[src/cdi_regs.svh]
// Register offsets, field positions, reset values and timing figures of the decoder
`ifndef CDI_REGS_SVH
`define CDI_REGS_SVH

`define CDI_OFS_INSTR 8'h00
`define CDI_OFS_DATA 8'h04
`define CDI_OFS_CONFIG 8'h08
`define CDI_OFS_CURSOR 8'h0c

`define CDI_CFG_BLINK 0
`define CDI_CFG_CURSOR 1
`define CDI_CFG_DISPLAY 2
`define CDI_CFG_SCROLL 3
`define CDI_CFG_STEP_UP 4
`define CDI_CFG_FONT 5
`define CDI_CFG_TWO_LINE 6
`define CDI_CFG_BUS8 7
`define CDI_CFG_SHIFT_LSB 8
`define CDI_CFG_GLYPH 14
`define CDI_CFG_PHASE 15

`define CDI_CUR_COL_LSB 8
`define CDI_CUR_ROW_LSB 13
`define CDI_CUR_VALID 15

`define CDI_SPACE_CODE 8'h20
`define CDI_HOME_ADDR 7'h00
`define CDI_LINE_COLS 7'd20
`define CDI_ROW0_BASE 7'h00
`define CDI_ROW1_BASE 7'h40
`define CDI_ROW2_BASE 7'h14
`define CDI_ROW3_BASE 7'h54
`define CDI_LINE1_LAST 7'h27
`define CDI_LINE2_FIRST 7'h40
`define CDI_LINE2_LAST 7'h67
`define CDI_ONE_LINE_LAST 7'h4f
`define CDI_SHIFT_SPAN 6'd40
`define CDI_SHIFT_LAST 6'd39

`define CDI_CLK_PERIOD_NS 10
`define CDI_T_CLEAR_NS 1530000
`define CDI_T_SHORT_NS 39000
`define CDI_T_DATA_NS 43000
`define CDI_T_BLINK_NS 400000000

`endif

[src/cdi_pkg.sv]
// Types shared by the character display instruction decoder
`default_nettype none
package cdi_pkg;

    typedef enum logic [3:0] {
        CDI_CMD_NONE,
        CDI_CMD_CLEAR,
        CDI_CMD_HOME,
        CDI_CMD_ENTRY,
        CDI_CMD_CONTROL,
        CDI_CMD_SHIFT,
        CDI_CMD_FUNCTION,
        CDI_CMD_GLYPH_ADDR,
        CDI_CMD_DISP_ADDR,
        CDI_CMD_DATA_WRITE
    } cdi_cmd_t;

endpackage : cdi_pkg
`default_nettype wire

[src/cdi_decoder.sv]
// Character display instruction decoder with AHB-Lite register access
//
// Behaviour
// - Line one 00-13, line two 40-53
// - Line three 14-27, line four 54-67
// - Latch transfer, then run selected operation
// - Busy reads one on bit seven
// - Clear fills spaces, counter to zero
// - Clear homes cursor, forces increment
// - Home zeroes counter, undoes display shift
// - Entry mode: direction and scroll bits
// - Increment steps cursor right, counter up
// - Decrement steps cursor left
// - Glyph memory steps like display memory
// - Scroll only on display memory writes
// - Control: display, cursor, blink enables
// - Cursor off keeps direction setting
// - Blink alternates all ones and character
// - Shift command: select and direction bits
// - Shift codes: cursor or whole display
// - Two-line: wrap to second line after forty
// - Display shift all lines, counter unchanged
// - Width bit: eight or four bit bus
// - Line bit: one or two lines
// - Font bit: five by seven or ten
// - Function set decode, bits four to two
// - Status: busy bit seven, counter below
// - Four-bit: upper lines, high nibble first
// - Select zero command, one data
//
// Local design decisions: the register offsets and the AHB-Lite interface to the registers.
`timescale 1ns/1ps
`include "cdi_regs.svh"
`default_nettype none

module cdi_decoder #(
    parameter int unsigned T_CLEAR_CYC = (`CDI_T_CLEAR_NS + `CDI_CLK_PERIOD_NS - 1)
        / `CDI_CLK_PERIOD_NS,
    parameter int unsigned T_SHORT_CYC = (`CDI_T_SHORT_NS + `CDI_CLK_PERIOD_NS - 1)
        / `CDI_CLK_PERIOD_NS,
    parameter int unsigned T_DATA_CYC = (`CDI_T_DATA_NS + `CDI_CLK_PERIOD_NS - 1)
        / `CDI_CLK_PERIOD_NS,
    parameter int unsigned T_BLINK_CYC = `CDI_T_BLINK_NS / `CDI_CLK_PERIOD_NS
) (
    input wire logic hclk,
    input wire logic hresetn,
    input wire logic hsel,
    input wire logic [31:0] haddr,
    input wire logic [1:0] htrans,
    input wire logic hwrite,
    input wire logic [2:0] hsize,
    input wire logic [31:0] hwdata,
    input wire logic hready,
    output logic [31:0] hrdata,
    output logic hreadyout,
    output logic hresp
);
    logic wr_pend_q;
    logic [7:0] addr_q;
    logic [3:0] nib_hi_q;
    logic nib_ph_q;
    logic busy_q;
    logic [31:0] busy_cnt_q;
    logic [6:0] address_counter_q;
    logic glyph_sel_q;
    logic step_up_q;
    logic scroll_on_entry_q;
    logic disp_on_q;
    logic cur_on_q;
    logic blink_on_q;
    logic bus_width_bit_q;
    logic two_line_q;
    logic font_q;
    logic [5:0] shift_q;
    logic [31:0] blink_cnt_q;
    logic blink_ph_q;
    logic [7:0] character_display_memory_q [128];
    logic [7:0] glyph_pattern_memory_q [64];
    logic [31:0] hrdata_q;
    logic cmd_wr;
    logic exec;
    logic [7:0] full_byte;
    cdi_pkg::cdi_cmd_t cmd;
    logic addr_take;
    logic rd_take;
    logic status_rd;
    logic data_rd;
    logic data_rd_exec;
    logic [7:0] mem_at_ac;
    logic [7:0] status_byte;
    logic [7:0] shown_char;
    logic [7:0] cursor_pos;
    logic [7:0] rd_byte;
    // Classify one whole byte by its highest set bit
    function automatic cdi_pkg::cdi_cmd_t decode_cmd(input logic [7:0] b, input logic sel);
        cdi_pkg::cdi_cmd_t k;
        k = cdi_pkg::CDI_CMD_NONE;
        if (sel) begin
            k = cdi_pkg::CDI_CMD_DATA_WRITE;
        end else if (b[7]) begin
            k = cdi_pkg::CDI_CMD_DISP_ADDR;
        end else if (b[6]) begin
            k = cdi_pkg::CDI_CMD_GLYPH_ADDR;
        end else if (b[5]) begin
            k = cdi_pkg::CDI_CMD_FUNCTION;
        end else if (b[4]) begin
            k = cdi_pkg::CDI_CMD_SHIFT;
        end else if (b[3]) begin
            k = cdi_pkg::CDI_CMD_CONTROL;
        end else if (b[2]) begin
            k = cdi_pkg::CDI_CMD_ENTRY;
        end else if (b[1]) begin
            k = cdi_pkg::CDI_CMD_HOME;
        end else if (b[0]) begin
            k = cdi_pkg::CDI_CMD_CLEAR;
        end
        return k;
    endfunction : decode_cmd

    // One address step, with line wrap in display memory
    function automatic logic [6:0] ac_step(input logic [6:0] a, input logic up,
            input logic two, input logic glyph);
        logic [6:0] n;
        n = up ? a + 7'd1 : a - 7'd1;
        if (glyph) begin
            n = {1'b0, n[5:0]};
        end else if (two) begin
            if (up && a == `CDI_LINE1_LAST) begin
                n = `CDI_LINE2_FIRST;
            end else if (up && a == `CDI_LINE2_LAST) begin
                n = `CDI_HOME_ADDR;
            end else if (!up && a == `CDI_LINE2_FIRST) begin
                n = `CDI_LINE1_LAST;
            end else if (!up && a == `CDI_HOME_ADDR) begin
                n = `CDI_LINE2_LAST;
            end
        end else if (up && a == `CDI_ONE_LINE_LAST) begin
            n = `CDI_HOME_ADDR;
        end else if (!up && a == `CDI_HOME_ADDR) begin
            n = `CDI_ONE_LINE_LAST;
        end
        return n;
    endfunction : ac_step
    // Whole-display offset, moved left or right by one
    function automatic logic [5:0] shift_step(input logic [5:0] s, input logic left);
        return left ? ((s == `CDI_SHIFT_LAST) ? 6'd0 : s + 6'd1)
            : ((s == 6'd0) ? `CDI_SHIFT_LAST : s - 6'd1);
    endfunction : shift_step
    // Screen row and column of a display address, bit 7 set when on screen
    function automatic logic [7:0] screen_pos(input logic [6:0] a);
        logic [7:0] p;
        p = 8'h00;
        if (a < `CDI_ROW2_BASE) begin
            p = {1'b1, 2'd0, 5'(a - `CDI_ROW0_BASE)};
        end else if (a >= `CDI_ROW1_BASE && a < `CDI_ROW3_BASE) begin
            p = {1'b1, 2'd1, 5'(a - `CDI_ROW1_BASE)};
        end else if (a >= `CDI_ROW2_BASE && a <= `CDI_LINE1_LAST) begin
            p = {1'b1, 2'd2, 5'(a - `CDI_ROW2_BASE)};
        end else if (a >= `CDI_ROW3_BASE && a <= `CDI_LINE2_LAST) begin
            p = {1'b1, 2'd3, 5'(a - `CDI_ROW3_BASE)};
        end
        return p;
    endfunction : screen_pos
    assign full_byte = bus_width_bit_q ? hwdata[7:0] : {nib_hi_q, hwdata[7:4]};
    // Command and data transfers arriving while busy are dropped; the host must poll first
    assign cmd_wr = wr_pend_q && !busy_q
        && (addr_q == `CDI_OFS_INSTR || addr_q == `CDI_OFS_DATA);
    assign exec = cmd_wr && (bus_width_bit_q || nib_ph_q);
    assign cmd = exec ? decode_cmd(full_byte, addr_q == `CDI_OFS_DATA) : cdi_pkg::CDI_CMD_NONE;
    assign addr_take = hsel && htrans[1] && hready;
    assign rd_take = addr_take && !hwrite && haddr[31:8] == 24'h000000;
    assign status_rd = rd_take && haddr[7:0] == `CDI_OFS_INSTR;
    assign data_rd = rd_take && haddr[7:0] == `CDI_OFS_DATA && !busy_q && !cmd_wr;
    assign data_rd_exec = data_rd && (bus_width_bit_q || nib_ph_q);
    assign mem_at_ac = glyph_sel_q ? glyph_pattern_memory_q[address_counter_q[5:0]]
        : character_display_memory_q[address_counter_q];
    assign status_byte = {busy_q, address_counter_q};
    assign rd_byte = status_rd ? status_byte : mem_at_ac;
    assign shown_char = (blink_on_q && blink_ph_q) ? 8'hff
        : character_display_memory_q[address_counter_q];
    assign cursor_pos = screen_pos(address_counter_q);
    // Address phase capture; writes complete in the data phase
    always_ff @(posedge hclk or negedge hresetn) begin
        if (!hresetn) begin
            wr_pend_q <= 1'b0;
            addr_q <= 8'h00;
        end else begin
            wr_pend_q <= addr_take && hwrite && haddr[31:8] == 24'h000000;
            addr_q <= haddr[7:0];
        end
    end

    always_ff @(posedge hclk or negedge hresetn) begin
        if (!hresetn) begin
            nib_ph_q <= 1'b0;
            nib_hi_q <= 4'h0;
        end else begin
            if (cmd_wr && !nib_ph_q) begin
                nib_hi_q <= hwdata[7:4];
            end
            if (bus_width_bit_q || (exec && cmd == cdi_pkg::CDI_CMD_FUNCTION && full_byte[4])) begin
                nib_ph_q <= 1'b0;
            end else begin
                nib_ph_q <= nib_ph_q ^ (cmd_wr ^ (status_rd || data_rd));
            end
        end
    end

    always_ff @(posedge hclk or negedge hresetn) begin
        if (!hresetn) begin
            busy_q <= 1'b0;
            busy_cnt_q <= 32'd0;
        end else if (exec || data_rd_exec) begin
            busy_q <= 1'b1;
            if (cmd == cdi_pkg::CDI_CMD_CLEAR || cmd == cdi_pkg::CDI_CMD_HOME) begin
                busy_cnt_q <= T_CLEAR_CYC;
            end else if (cmd == cdi_pkg::CDI_CMD_DATA_WRITE || data_rd_exec) begin
                busy_cnt_q <= T_DATA_CYC;
            end else begin
                busy_cnt_q <= T_SHORT_CYC;
            end
        end else if (busy_cnt_q != 32'd0) begin
            busy_cnt_q <= busy_cnt_q - 32'd1;
            busy_q <= busy_cnt_q > 32'd1;
        end
    end

    always_ff @(posedge hclk or negedge hresetn) begin
        if (!hresetn) begin
            address_counter_q <= `CDI_HOME_ADDR;
            glyph_sel_q <= 1'b0;
            step_up_q <= 1'b1;
            scroll_on_entry_q <= 1'b0;
            disp_on_q <= 1'b0;
            cur_on_q <= 1'b0;
            blink_on_q <= 1'b0;
            bus_width_bit_q <= 1'b1;
            two_line_q <= 1'b0;
            font_q <= 1'b0;
            shift_q <= 6'd0;
        end else if (data_rd_exec) begin
            address_counter_q <= ac_step(address_counter_q, step_up_q, two_line_q, glyph_sel_q);
        end else begin
            case (cmd)
                cdi_pkg::CDI_CMD_CLEAR: begin
                    address_counter_q <= `CDI_HOME_ADDR;
                    glyph_sel_q <= 1'b0;
                    step_up_q <= 1'b1;
                    shift_q <= 6'd0;
                end
                cdi_pkg::CDI_CMD_HOME: begin
                    address_counter_q <= `CDI_HOME_ADDR;
                    glyph_sel_q <= 1'b0;
                    shift_q <= 6'd0;
                end
                cdi_pkg::CDI_CMD_ENTRY: begin
                    step_up_q <= full_byte[1];
                    scroll_on_entry_q <= full_byte[0];
                end
                cdi_pkg::CDI_CMD_CONTROL: begin
                    disp_on_q <= full_byte[2];
                    cur_on_q <= full_byte[1];
                    blink_on_q <= full_byte[0];
                end
                cdi_pkg::CDI_CMD_SHIFT: begin
                    if (full_byte[3]) begin
                        shift_q <= shift_step(shift_q, !full_byte[2]);
                    end else begin
                        address_counter_q <= ac_step(address_counter_q, full_byte[2],
                            two_line_q, 1'b0);
                    end
                end
                cdi_pkg::CDI_CMD_FUNCTION: begin
                    bus_width_bit_q <= full_byte[4];
                    two_line_q <= full_byte[3];
                    font_q <= full_byte[2];
                end
                cdi_pkg::CDI_CMD_GLYPH_ADDR: begin
                    address_counter_q <= {1'b0, full_byte[5:0]};
                    glyph_sel_q <= 1'b1;
                end
                cdi_pkg::CDI_CMD_DISP_ADDR: begin
                    address_counter_q <= full_byte[6:0];
                    glyph_sel_q <= 1'b0;
                end
                cdi_pkg::CDI_CMD_DATA_WRITE: begin
                    address_counter_q <= ac_step(address_counter_q, step_up_q, two_line_q,
                        glyph_sel_q);
                    if (scroll_on_entry_q && !glyph_sel_q) begin
                        shift_q <= shift_step(shift_q, step_up_q);
                    end
                end
                default: begin
                end
            endcase
        end
    end

    // Whole display memory is wiped in one edge, so clear holds busy for timing only
    always_ff @(posedge hclk or negedge hresetn) begin
        if (!hresetn) begin
            for (int i = 0; i < 128; i++) begin
                character_display_memory_q[i] <= `CDI_SPACE_CODE;
            end
            for (int j = 0; j < 64; j++) begin
                glyph_pattern_memory_q[j] <= 8'h00;
            end
        end else if (cmd == cdi_pkg::CDI_CMD_CLEAR) begin
            for (int i = 0; i < 128; i++) begin
                character_display_memory_q[i] <= `CDI_SPACE_CODE;
            end
        end else if (cmd == cdi_pkg::CDI_CMD_DATA_WRITE) begin
            if (glyph_sel_q) begin
                glyph_pattern_memory_q[address_counter_q[5:0]] <= full_byte;
            end else begin
                character_display_memory_q[address_counter_q] <= full_byte;
            end
        end
    end

    always_ff @(posedge hclk or negedge hresetn) begin
        if (!hresetn) begin
            blink_cnt_q <= 32'd0;
            blink_ph_q <= 1'b0;
        end else if (!blink_on_q) begin
            blink_cnt_q <= 32'd0;
            blink_ph_q <= 1'b0;
        end else if (blink_cnt_q >= T_BLINK_CYC - 1) begin
            blink_cnt_q <= 32'd0;
            blink_ph_q <= !blink_ph_q;
        end else begin
            blink_cnt_q <= blink_cnt_q + 32'd1;
        end
    end

    // Read data is sampled in the address phase; no wait states
    always_ff @(posedge hclk or negedge hresetn) begin
        if (!hresetn) begin
            hrdata_q <= 32'h00000000;
        end else if (!rd_take) begin
            hrdata_q <= 32'h00000000;
        end else if (status_rd || data_rd) begin
            hrdata_q <= bus_width_bit_q ? {24'h000000, rd_byte}
                : {24'h000000, nib_ph_q ? rd_byte[3:0] : rd_byte[7:4], 4'h0};
        end else if (haddr[7:0] == `CDI_OFS_CONFIG) begin
            hrdata_q <= {16'h0000, blink_ph_q, glyph_sel_q, shift_q, bus_width_bit_q, two_line_q,
                font_q, step_up_q, scroll_on_entry_q, disp_on_q, cur_on_q, blink_on_q};
        end else if (haddr[7:0] == `CDI_OFS_CURSOR) begin
            hrdata_q <= {16'h0000, cursor_pos, shown_char};
        end else begin
            hrdata_q <= 32'h00000000;
        end
    end

    assign hrdata = hrdata_q;
    assign hreadyout = 1'b1;
    assign hresp = 1'b0;
endmodule : cdi_decoder

`default_nettype wire

[config.mk]
export PLATFORM = sky130hd
export DESIGN_NAME = cdi_decoder
export DESIGN_NICKNAME = d
export VERILOG_FILES = /design/src/cdi_pkg.sv /design/src/cdi_decoder.sv
export VERILOG_INCLUDE_DIRS = /design/src
export SDC_FILE = /design/constraint.sdc
export NUM_CORES = 2
export LEC_CHECK = 0
export BUFFER_PORTS_ARGS = -buffer_cell sky130_fd_sc_hd__buf_2
export CAP_MARGIN = 20
export CELL_PAD_IN_SITES_DETAIL_PLACEMENT = 1
export CELL_PAD_IN_SITES_GLOBAL_PLACEMENT = 1
export CORE_MARGIN = 1
export CORE_UTILIZATION = 54
export DETAILED_ROUTE_END_ITERATION = 10
export PLACE_DENSITY_LB_ADDON = 0.1
export SYNTH_ARGS = -nofsm -noshare
export SYNTH_HDL_FRONTEND = slang
export SYNTH_SLANG_ARGS = --single-unit
export TNS_END_PERCENT = 1
[constraint.sdc]
create_clock -name hclk -period 6.1 [get_ports hclk]
set_input_delay 1.22 -clock hclk [delete_from_list [all_inputs] [get_ports hclk]]
set_output_delay 1.22 -clock hclk [all_outputs]
set_load 0.005 [all_outputs]
Word-level counts from Yosys, hierarchy flattened
Index checks and enable logic that the tools add are counted.
{"block": "op_classes", "n_mux": 79, "reduce_logical": 72, "bitwise_logic": 6, "n_lt_le_gt_ge": 13, "add_sub_neg": 9, "eq_ne": 23}
{"cell": "1024-bit 2-to-1 mux", "n": 3}
{"cell": "1024-bit bitwise mux", "n": 1}
{"cell": "512-bit bitwise mux", "n": 1}
{"cell": "7-bit 2-to-1 mux", "n": 19}
{"cell": "32-bit 2-to-1 mux", "n": 4}
{"cell": "8-bit 2-to-1 mux", "n": 15}
{"cell": "16-bit 2-to-1 mux", "n": 4}
{"cell": "8-bit binary-select mux with 7-bit select", "n": 1}
{"cell": "8-bit demux with 7-bit select", "n": 1}
{"cell": "8-bit binary-select mux with 6-bit select", "n": 1}
{"cell": "8-bit demux with 6-bit select", "n": 1}
{"cell": "6-bit 2-to-1 mux", "n": 6}
{"cell": "7-bit one-hot mux with 5 select lines", "n": 1}
{"cell": "1-bit logical AND", "n": 34}
{"cell": "32-bit by 1-bit adder with 32-bit output (second input constant)", "n": 1}
{"cell": "32-bit by 26-bit >= comparator with 1-bit output (second input constant)", "n": 1}
{"cell": "32-bit by 1-bit greater-than comparator with 1-bit output (second input constant)", "n": 1}
{"cell": "32-bit nonzero test", "n": 1}
{"cell": "32-bit by 1-bit subtractor with 32-bit output (second input constant)", "n": 1}
{"cell": "24-bit zero test", "n": 1}
{"cell": "7-bit == test (second input constant)", "n": 3}
{"cell": "7-bit >= comparator (second input constant)", "n": 3}
{"cell": "4-bit 2-to-1 mux", "n": 5}
{"cell": "18-bit 2-to-1 mux", "n": 1}
{"cell": "other kinds (48)", "n": 92}
{"block": "word_totals", "output_inout_bits": 34, "regBits": 1670, "wordCells": 414}

Depth between registers and ports, before layout
{"block": "logic_depth", "word_depth": 16, "mapped_depth": 17}

Worst setup path before layout
Ideal clock, no wire load.
{"block": "synth_path", "path_type": "register to register", "start": "register address_counter_q[2]", "end": "register address_counter_q[3]", "period_less_slack_ns": 3.503, "setup_slack_ns": 2.597, "setup_ns": 0.140, "required_ns": 5.960, "arrival_ns": 3.362, "path_buffers": 6, "path_stages_with_launch": 18, "cell_sequence": "dfrtp_1 -> buf_2 -> inv_1 -> buf_2 -> buf_2 -> buf_2 -> clkbuf_1 -> clkbuf_1 -> ha_1 -> nand2_1 -> nor4_1 -> nor3_1 -> a211oi_1 -> nor2b_1 -> a21oi_1 -> o21ai_0 -> nor2_1 -> a21oi_1"}
{"block": "synth_between", "elab_chain_len": 10}
{"item": "from (decl)", "line_no": "cdi_decoder.sv:64", "rtl": "logic [6:0] address_counter_q;"}
{"item": "from (signal assigned)", "line_no": "cdi_decoder.sv:230", "rtl": "address_counter_q <= `CDI_HOME_ADDR;"}
{"item": "from (signal assigned)", "line_no": "cdi_decoder.sv:242", "rtl": "address_counter_q <= ac_step(address_counter_q, step_up_q, two_line_q, glyph_sel_q);"}
{"item": "from (signal assigned)", "line_no": "cdi_decoder.sv:246", "rtl": "address_counter_q <= `CDI_HOME_ADDR;"}
{"item": "7-bit by 1-bit subtractor with 7-bit output, or another cell as far along", "line_no": "cdi_decoder.sv:124", "rtl": "n = up ? a + 7'd1 : a - 7'd1;"}
{"item": "7-bit 2-to-1 mux or 1-bit logical AND (tied branches)"}
{"item": "7-bit 2-to-1 mux", "line_no": "cdi_decoder.sv:134", "rtl": "end else if (!up && a == `CDI_HOME_ADDR) begin"}
{"item": "7-bit 2-to-1 mux", "line_no": "cdi_decoder.sv:132", "rtl": "end else if (!up && a == `CDI_LINE2_FIRST) begin"}
{"item": "7-bit 2-to-1 mux", "line_no": "cdi_decoder.sv:130", "rtl": "end else if (up && a == `CDI_LINE2_LAST) begin"}
{"item": "7-bit 2-to-1 mux", "line_no": "cdi_decoder.sv:128", "rtl": "if (up && a == `CDI_LINE1_LAST) begin"}
{"item": "7-bit 2-to-1 mux", "line_no": "cdi_decoder.sv:127", "rtl": "end else if (two) begin"}
{"item": "7-bit 2-to-1 mux (on tied branches)", "line_no": "cdi_decoder.sv:125, cdi_decoder.sv:266"}
{"item": "7-bit one-hot mux with 5 select lines", "line_no": "cdi_decoder.sv:244", "rtl": "case (cmd)"}
{"item": "7-bit 2-to-1 mux (*)", "line_no": "cdi_decoder.sv:241", "rtl": "end else if (data_rd_exec) begin"}
Every way passes the cells marked *; elsewhere a longest branch is shown, timed or not. The select of a mux whose other input is x is not followed.
A chain may end at the register's enable or synchronous reset.

Worst setup path in the final report
{"block": "layout_path", "start": "register address_counter_q[2]", "end": "register hrdata_q[0], in the netlist hrdata[0]"}
{"block": "layout_between", "elab_chain_len": 9}
{"item": "7-bit inverter with 8-bit output (implied by the code) or 6-bit inverter with 7-bit output (tied branches)", "line_no": "cdi_decoder.sv:176, cdi_decoder.sv:180, cdi_decoder.sv:175"}
{"item": "8-bit binary-select mux with 7-bit select or 8-bit binary-select mux with 6-bit select (tied branches)", "line_no": "cdi_decoder.sv:176, cdi_decoder.sv:180, cdi_decoder.sv:175"}
{"item": "8-bit 2-to-1 mux (on tied branches) (2 in series)", "line_no": "cdi_decoder.sv:176, cdi_decoder.sv:180, cdi_decoder.sv:175"}
{"item": "8-bit 2-to-1 mux (on tied branches)", "line_no": "cdi_decoder.sv:179, cdi_decoder.sv:175"}
{"item": "16-bit 2-to-1 mux or 8-bit 2-to-1 mux (tied branches)", "line_no": "cdi_decoder.sv:348, cdi_decoder.sv:178"}
{"item": "16-bit 2-to-1 mux or 8-bit 2-to-1 mux (tied branches)", "line_no": "cdi_decoder.sv:345, cdi_decoder.sv:343"}
{"item": "16-bit 2-to-1 mux (*)", "line_no": "cdi_decoder.sv:342", "rtl": "end else if (status_rd || data_rd) begin"}
{"item": "16-bit 2-to-1 mux (*)", "line_no": "cdi_decoder.sv:340", "rtl": "end else if (!rd_take) begin"}
{"item": "to (signal assigned)", "line_no": "cdi_decoder.sv:343", "rtl": "hrdata_q <= bus_width_bit_q ? {24'h000000, rd_byte}"}
{"item": "to (signal assigned)", "line_no": "cdi_decoder.sv:346", "rtl": "hrdata_q <= {16'h0000, blink_ph_q, glyph_sel_q, shift_q, bus_width_bit_q, two_line_q,"}
{"item": "to (signal assigned)", "line_no": "cdi_decoder.sv:349", "rtl": "hrdata_q <= {16'h0000, cursor_pos, shown_char};"}
{"item": "to (decl)", "line_no": "cdi_decoder.sv:79", "rtl": "logic [31:0] hrdata_q;"}
Marks and branches as above.

==> impl_results.md <==
* # hold bufs at CTS at 0
* Mux contribution to synthesized area at 6.70%
* Post-Synth Simple-Gate Area at 15.7%
* Fin Hold WS at 0.425 ns
* Most frequent cell after synthesis: dfrtp_1
* Die height at 381 um
* Worst-skew pair later-pin latency at 0.82 ns
* Area of the multi-input gates at 0.0329 mm2
* Main combinational cell family by area after synthesis: compound AO/OA/AOI/OAI gates
* Yosys warning count at 0
* Most frequent cells after synthesis: 1524 x dfrtp_1, 1205 x nor2_1, 947 x o21ai_0
* Final setup violating endpoints at 0
* Pleak at 35.0 nW
* Routed Antenna Nets at 0
* Routability cong. at 0.977
* Iteration-0 DRC Markers at 7736
* Starting density of the core at 54.6%
* First-pass GRT wire length at 474000 um
* Layout area overhead at 10.8%
* Slowest CP cell: dfrtp_4
* Arrival @ worst endpoint at 5.88 ns
* Initial antenna violation count at 16
* Total grt overflow at 0
* VDD IR-drop max at 0.257 mV
* Top FF cell, synth: dfrtp_1
* Worst EP required at 6.80 ns
* Reg2Reg Depth at 10
* Crit Path Class: flip-flop to flip-flop
* Fin. max-slew vios at 0
* Area contributors post-synth: dfrtp_1 49%, o21ai_0 6.1%, a21oi_1 6.0%
* Post-CTS Setup Inserts at 0
* Cts repair resizes at 0
* Fin Setup TNS at 0 ns
* Slew HR at 15.8%
* Most Frequent Cell on Critical Path: a211oi_1
* Seq/Total Area, Yosys at 53.6%
* Max-cap violations at 0
* P per Cell Area at 266 mW/mm2
* Worst Path Max Fanout at 47
* Type of the tightest min-delay check: primary input to asynchronous set/reset pin
* Xor/xnor share of the synthesized area at 0.633%
* Total track usage at 43.8%
* CTS tree: done
* Syn Area/Cell at 9.44 um2
* Die W at 381 um
* Clk Tree Root Cell: clkbuf_16
* Final period utilization at 84.9%
* Crit path time final at 5.18 ns
* Layout Cells excl Fill at 10000
* H-tree Lvls at 4
* Core Rows at 138
* Total CTS buffers at 176
* Mapped Cells at 8205
* Core ar. at 0.142 mm2
* Layout Skew at 0.0258 ns
* Clk sinks at 1654
* Status: completed
* Post-route design area at 0.0858 mm2
* Drt pass-1 iters at 5
* Adder-Cell Fraction of Synth Area at 0.178%
* Hold Vio Cnt, Final at 0
* Startpoint types: flip-flop
* Tightest Pin Transition at 1.25 ns
* Detail Placement HPWL at 200000 um
* Longest Clk Path Bufs at 3
* Flops & latches, synth at 1654
* Share of layout cells above drive strength 1 at 12.9%
* Via density at 6.91
* Leading area contributor after synthesis: dfrtp_1
* Placed cell count at 9693
* Filler Cells Inserted at 15600
* Residual DRC at 0
* Asr flop ratio synth at 100%
* Layout Nets at 8084
* Wire length per cell at 31.7 um
* Final core utilization at 60.5%
* Clk pin slew, worst setup/hold paths at 0.06 ns
* Crit path cell chain: and2b_2 > buf_12 > a221o_1 > a21oi_1 > a211oi_1 > nor4_1 > a211oi_1 > o211ai_1 > a21boi_0 > o22ai_1
* Register area at 0.0416 mm2
* CP Capture Type: flip-flop
* CP max stage delay at 0.93 ns
* Vias in the first global route at 71500
* Share of the synthesized area in compound gates (AO/OA/AOI/OAI) at 18.7%
* Die ar. at 0.145 mm2
* Synthesized area at 0.0775 mm2
* Port bufs at 61
* Post-DP Area at 0.0798 mm2
* Post-synth top area share at 49.2%
* Largest net degree at the start of global routing at 194
* Io pins at 108
* Via count at 69400
* Detailed Route WL at 319000 um
* Max Fclk at 0.193 GHz
* RSZ-0062 raised after global routing: no
* Post-synth EDFFs at 0
* Post-synthesis cell type count at 100
## kinds of logic after synthesis
| logic type | after synthesis |
|---|---|
| simple gates | 2802 |
| compound gates | 2489 |
| flops | 1654 |
| buf+inv | 775 |
| mux | 416 |
| xor+xnor | 56 |
| fa+ha+maj | 11 |
| other cells | 2 |
## power breakdown
part | internal [mW] | total [mW] | switching [mW]
clock network | 6.29 | 10.9 | 4.66
logic | 0.161 | 0.658 | 0.497
registers | 11.1 | 11.2 | 0.0966
## stage by stage
| stage | worst slack [ns] | power [mW] |
|---|---|---|
| finish | 0.924 | 22.8 |
| global route | 1.17 | 23.4 |
| CTS | 1.31 | 22.9 |
| detailed placement | 1.36 | 12.1 |
| global placement | 1.38 | 12.0 |
| floorplan | 2.60 | 11.7 |
## cell type report
class	instances	area share (%)
flip-flops and latches	1654	48.4
multi-input cells	5798	38.3
clock buffers	285	6.18
repair buffers	345	3.60
well taps	1890	2.75
clock inverters	40	0.586
inverters	24	0.111
diodes	5	0.0146
## path summary, 6_finish.rpt
path                       slack (ns)                        start                              to
max                              0.92         address_counter_q[2]                       hrdata[0]
min                              0.43                      hresetn  character_display_memory_q[58]
max reg2reg                      0.92         address_counter_q[2]                       hrdata[0]
min reg2reg                      0.48  glyph_pattern_memory_q[252]     glyph_pattern_memory_q[252]
max in group asynchronous        4.18                      hresetn     glyph_pattern_memory_q[268]
min in group hclk                0.48  glyph_pattern_memory_q[252]     glyph_pattern_memory_q[252]
## metal layers
layer | GRT usage, % | share of wire [%] | vias up
met4 | 27.2 | 7.2 | 26
met5 | 0.132 | 0.048 | -
li1 | - | - | 28800
met1 | 56.7 | 38 | 35800
met2 | 64.5 | 43 | 3663
met3 | 13.2 | 11 | 1054
## sequential cells by signal (all words and copies together) (netlist names), 4 cells and up
register,count
busy_cnt_q,32
addr_q,8
blink_cnt_q,32
nib_hi_q,4
character_display_memory_q,1024
shift_q,6
hrdata,16
address_counter_q,7
glyph_pattern_memory_q,512
## placed cells by master, fill, tap and decap left out, types with 30 or more instances in the layout
master,netlist,layout
a21oi_1,923,923
a221o_1,39,39
a221oi_1,140,140
a22o_1,36,36
a22oi_1,98,98
buf_12,0,47
buf_2,187,60
buf_4,62,221
clkbuf_1,463,64
clkbuf_16,0,180
clkbuf_8,0,41
dfrtp_1,1524,1517
dfstp_2,130,130
mux2_2,150,150
mux2i_1,196,188
mux4_2,67,67
nand2_1,603,603
nand3_1,758,756
nor2_1,1205,1200
nor3_1,47,37
o211ai_1,31,31
o21ai_0,947,947
o221ai_1,30,30
o2bb2ai_1,36,36
xnor2_1,35,35
## critical path, delay by kind of cell, from the launching register on
kind                   cells  cell delay (ns)
AO/OA/AOI/OAI              7             2.52
AND/OR/NAND/NOR            2             1.14
buffers and inverters      1             0.34
flip-flops                 1             0.93
Note: power is estimated with default switching activity, not from simulation.
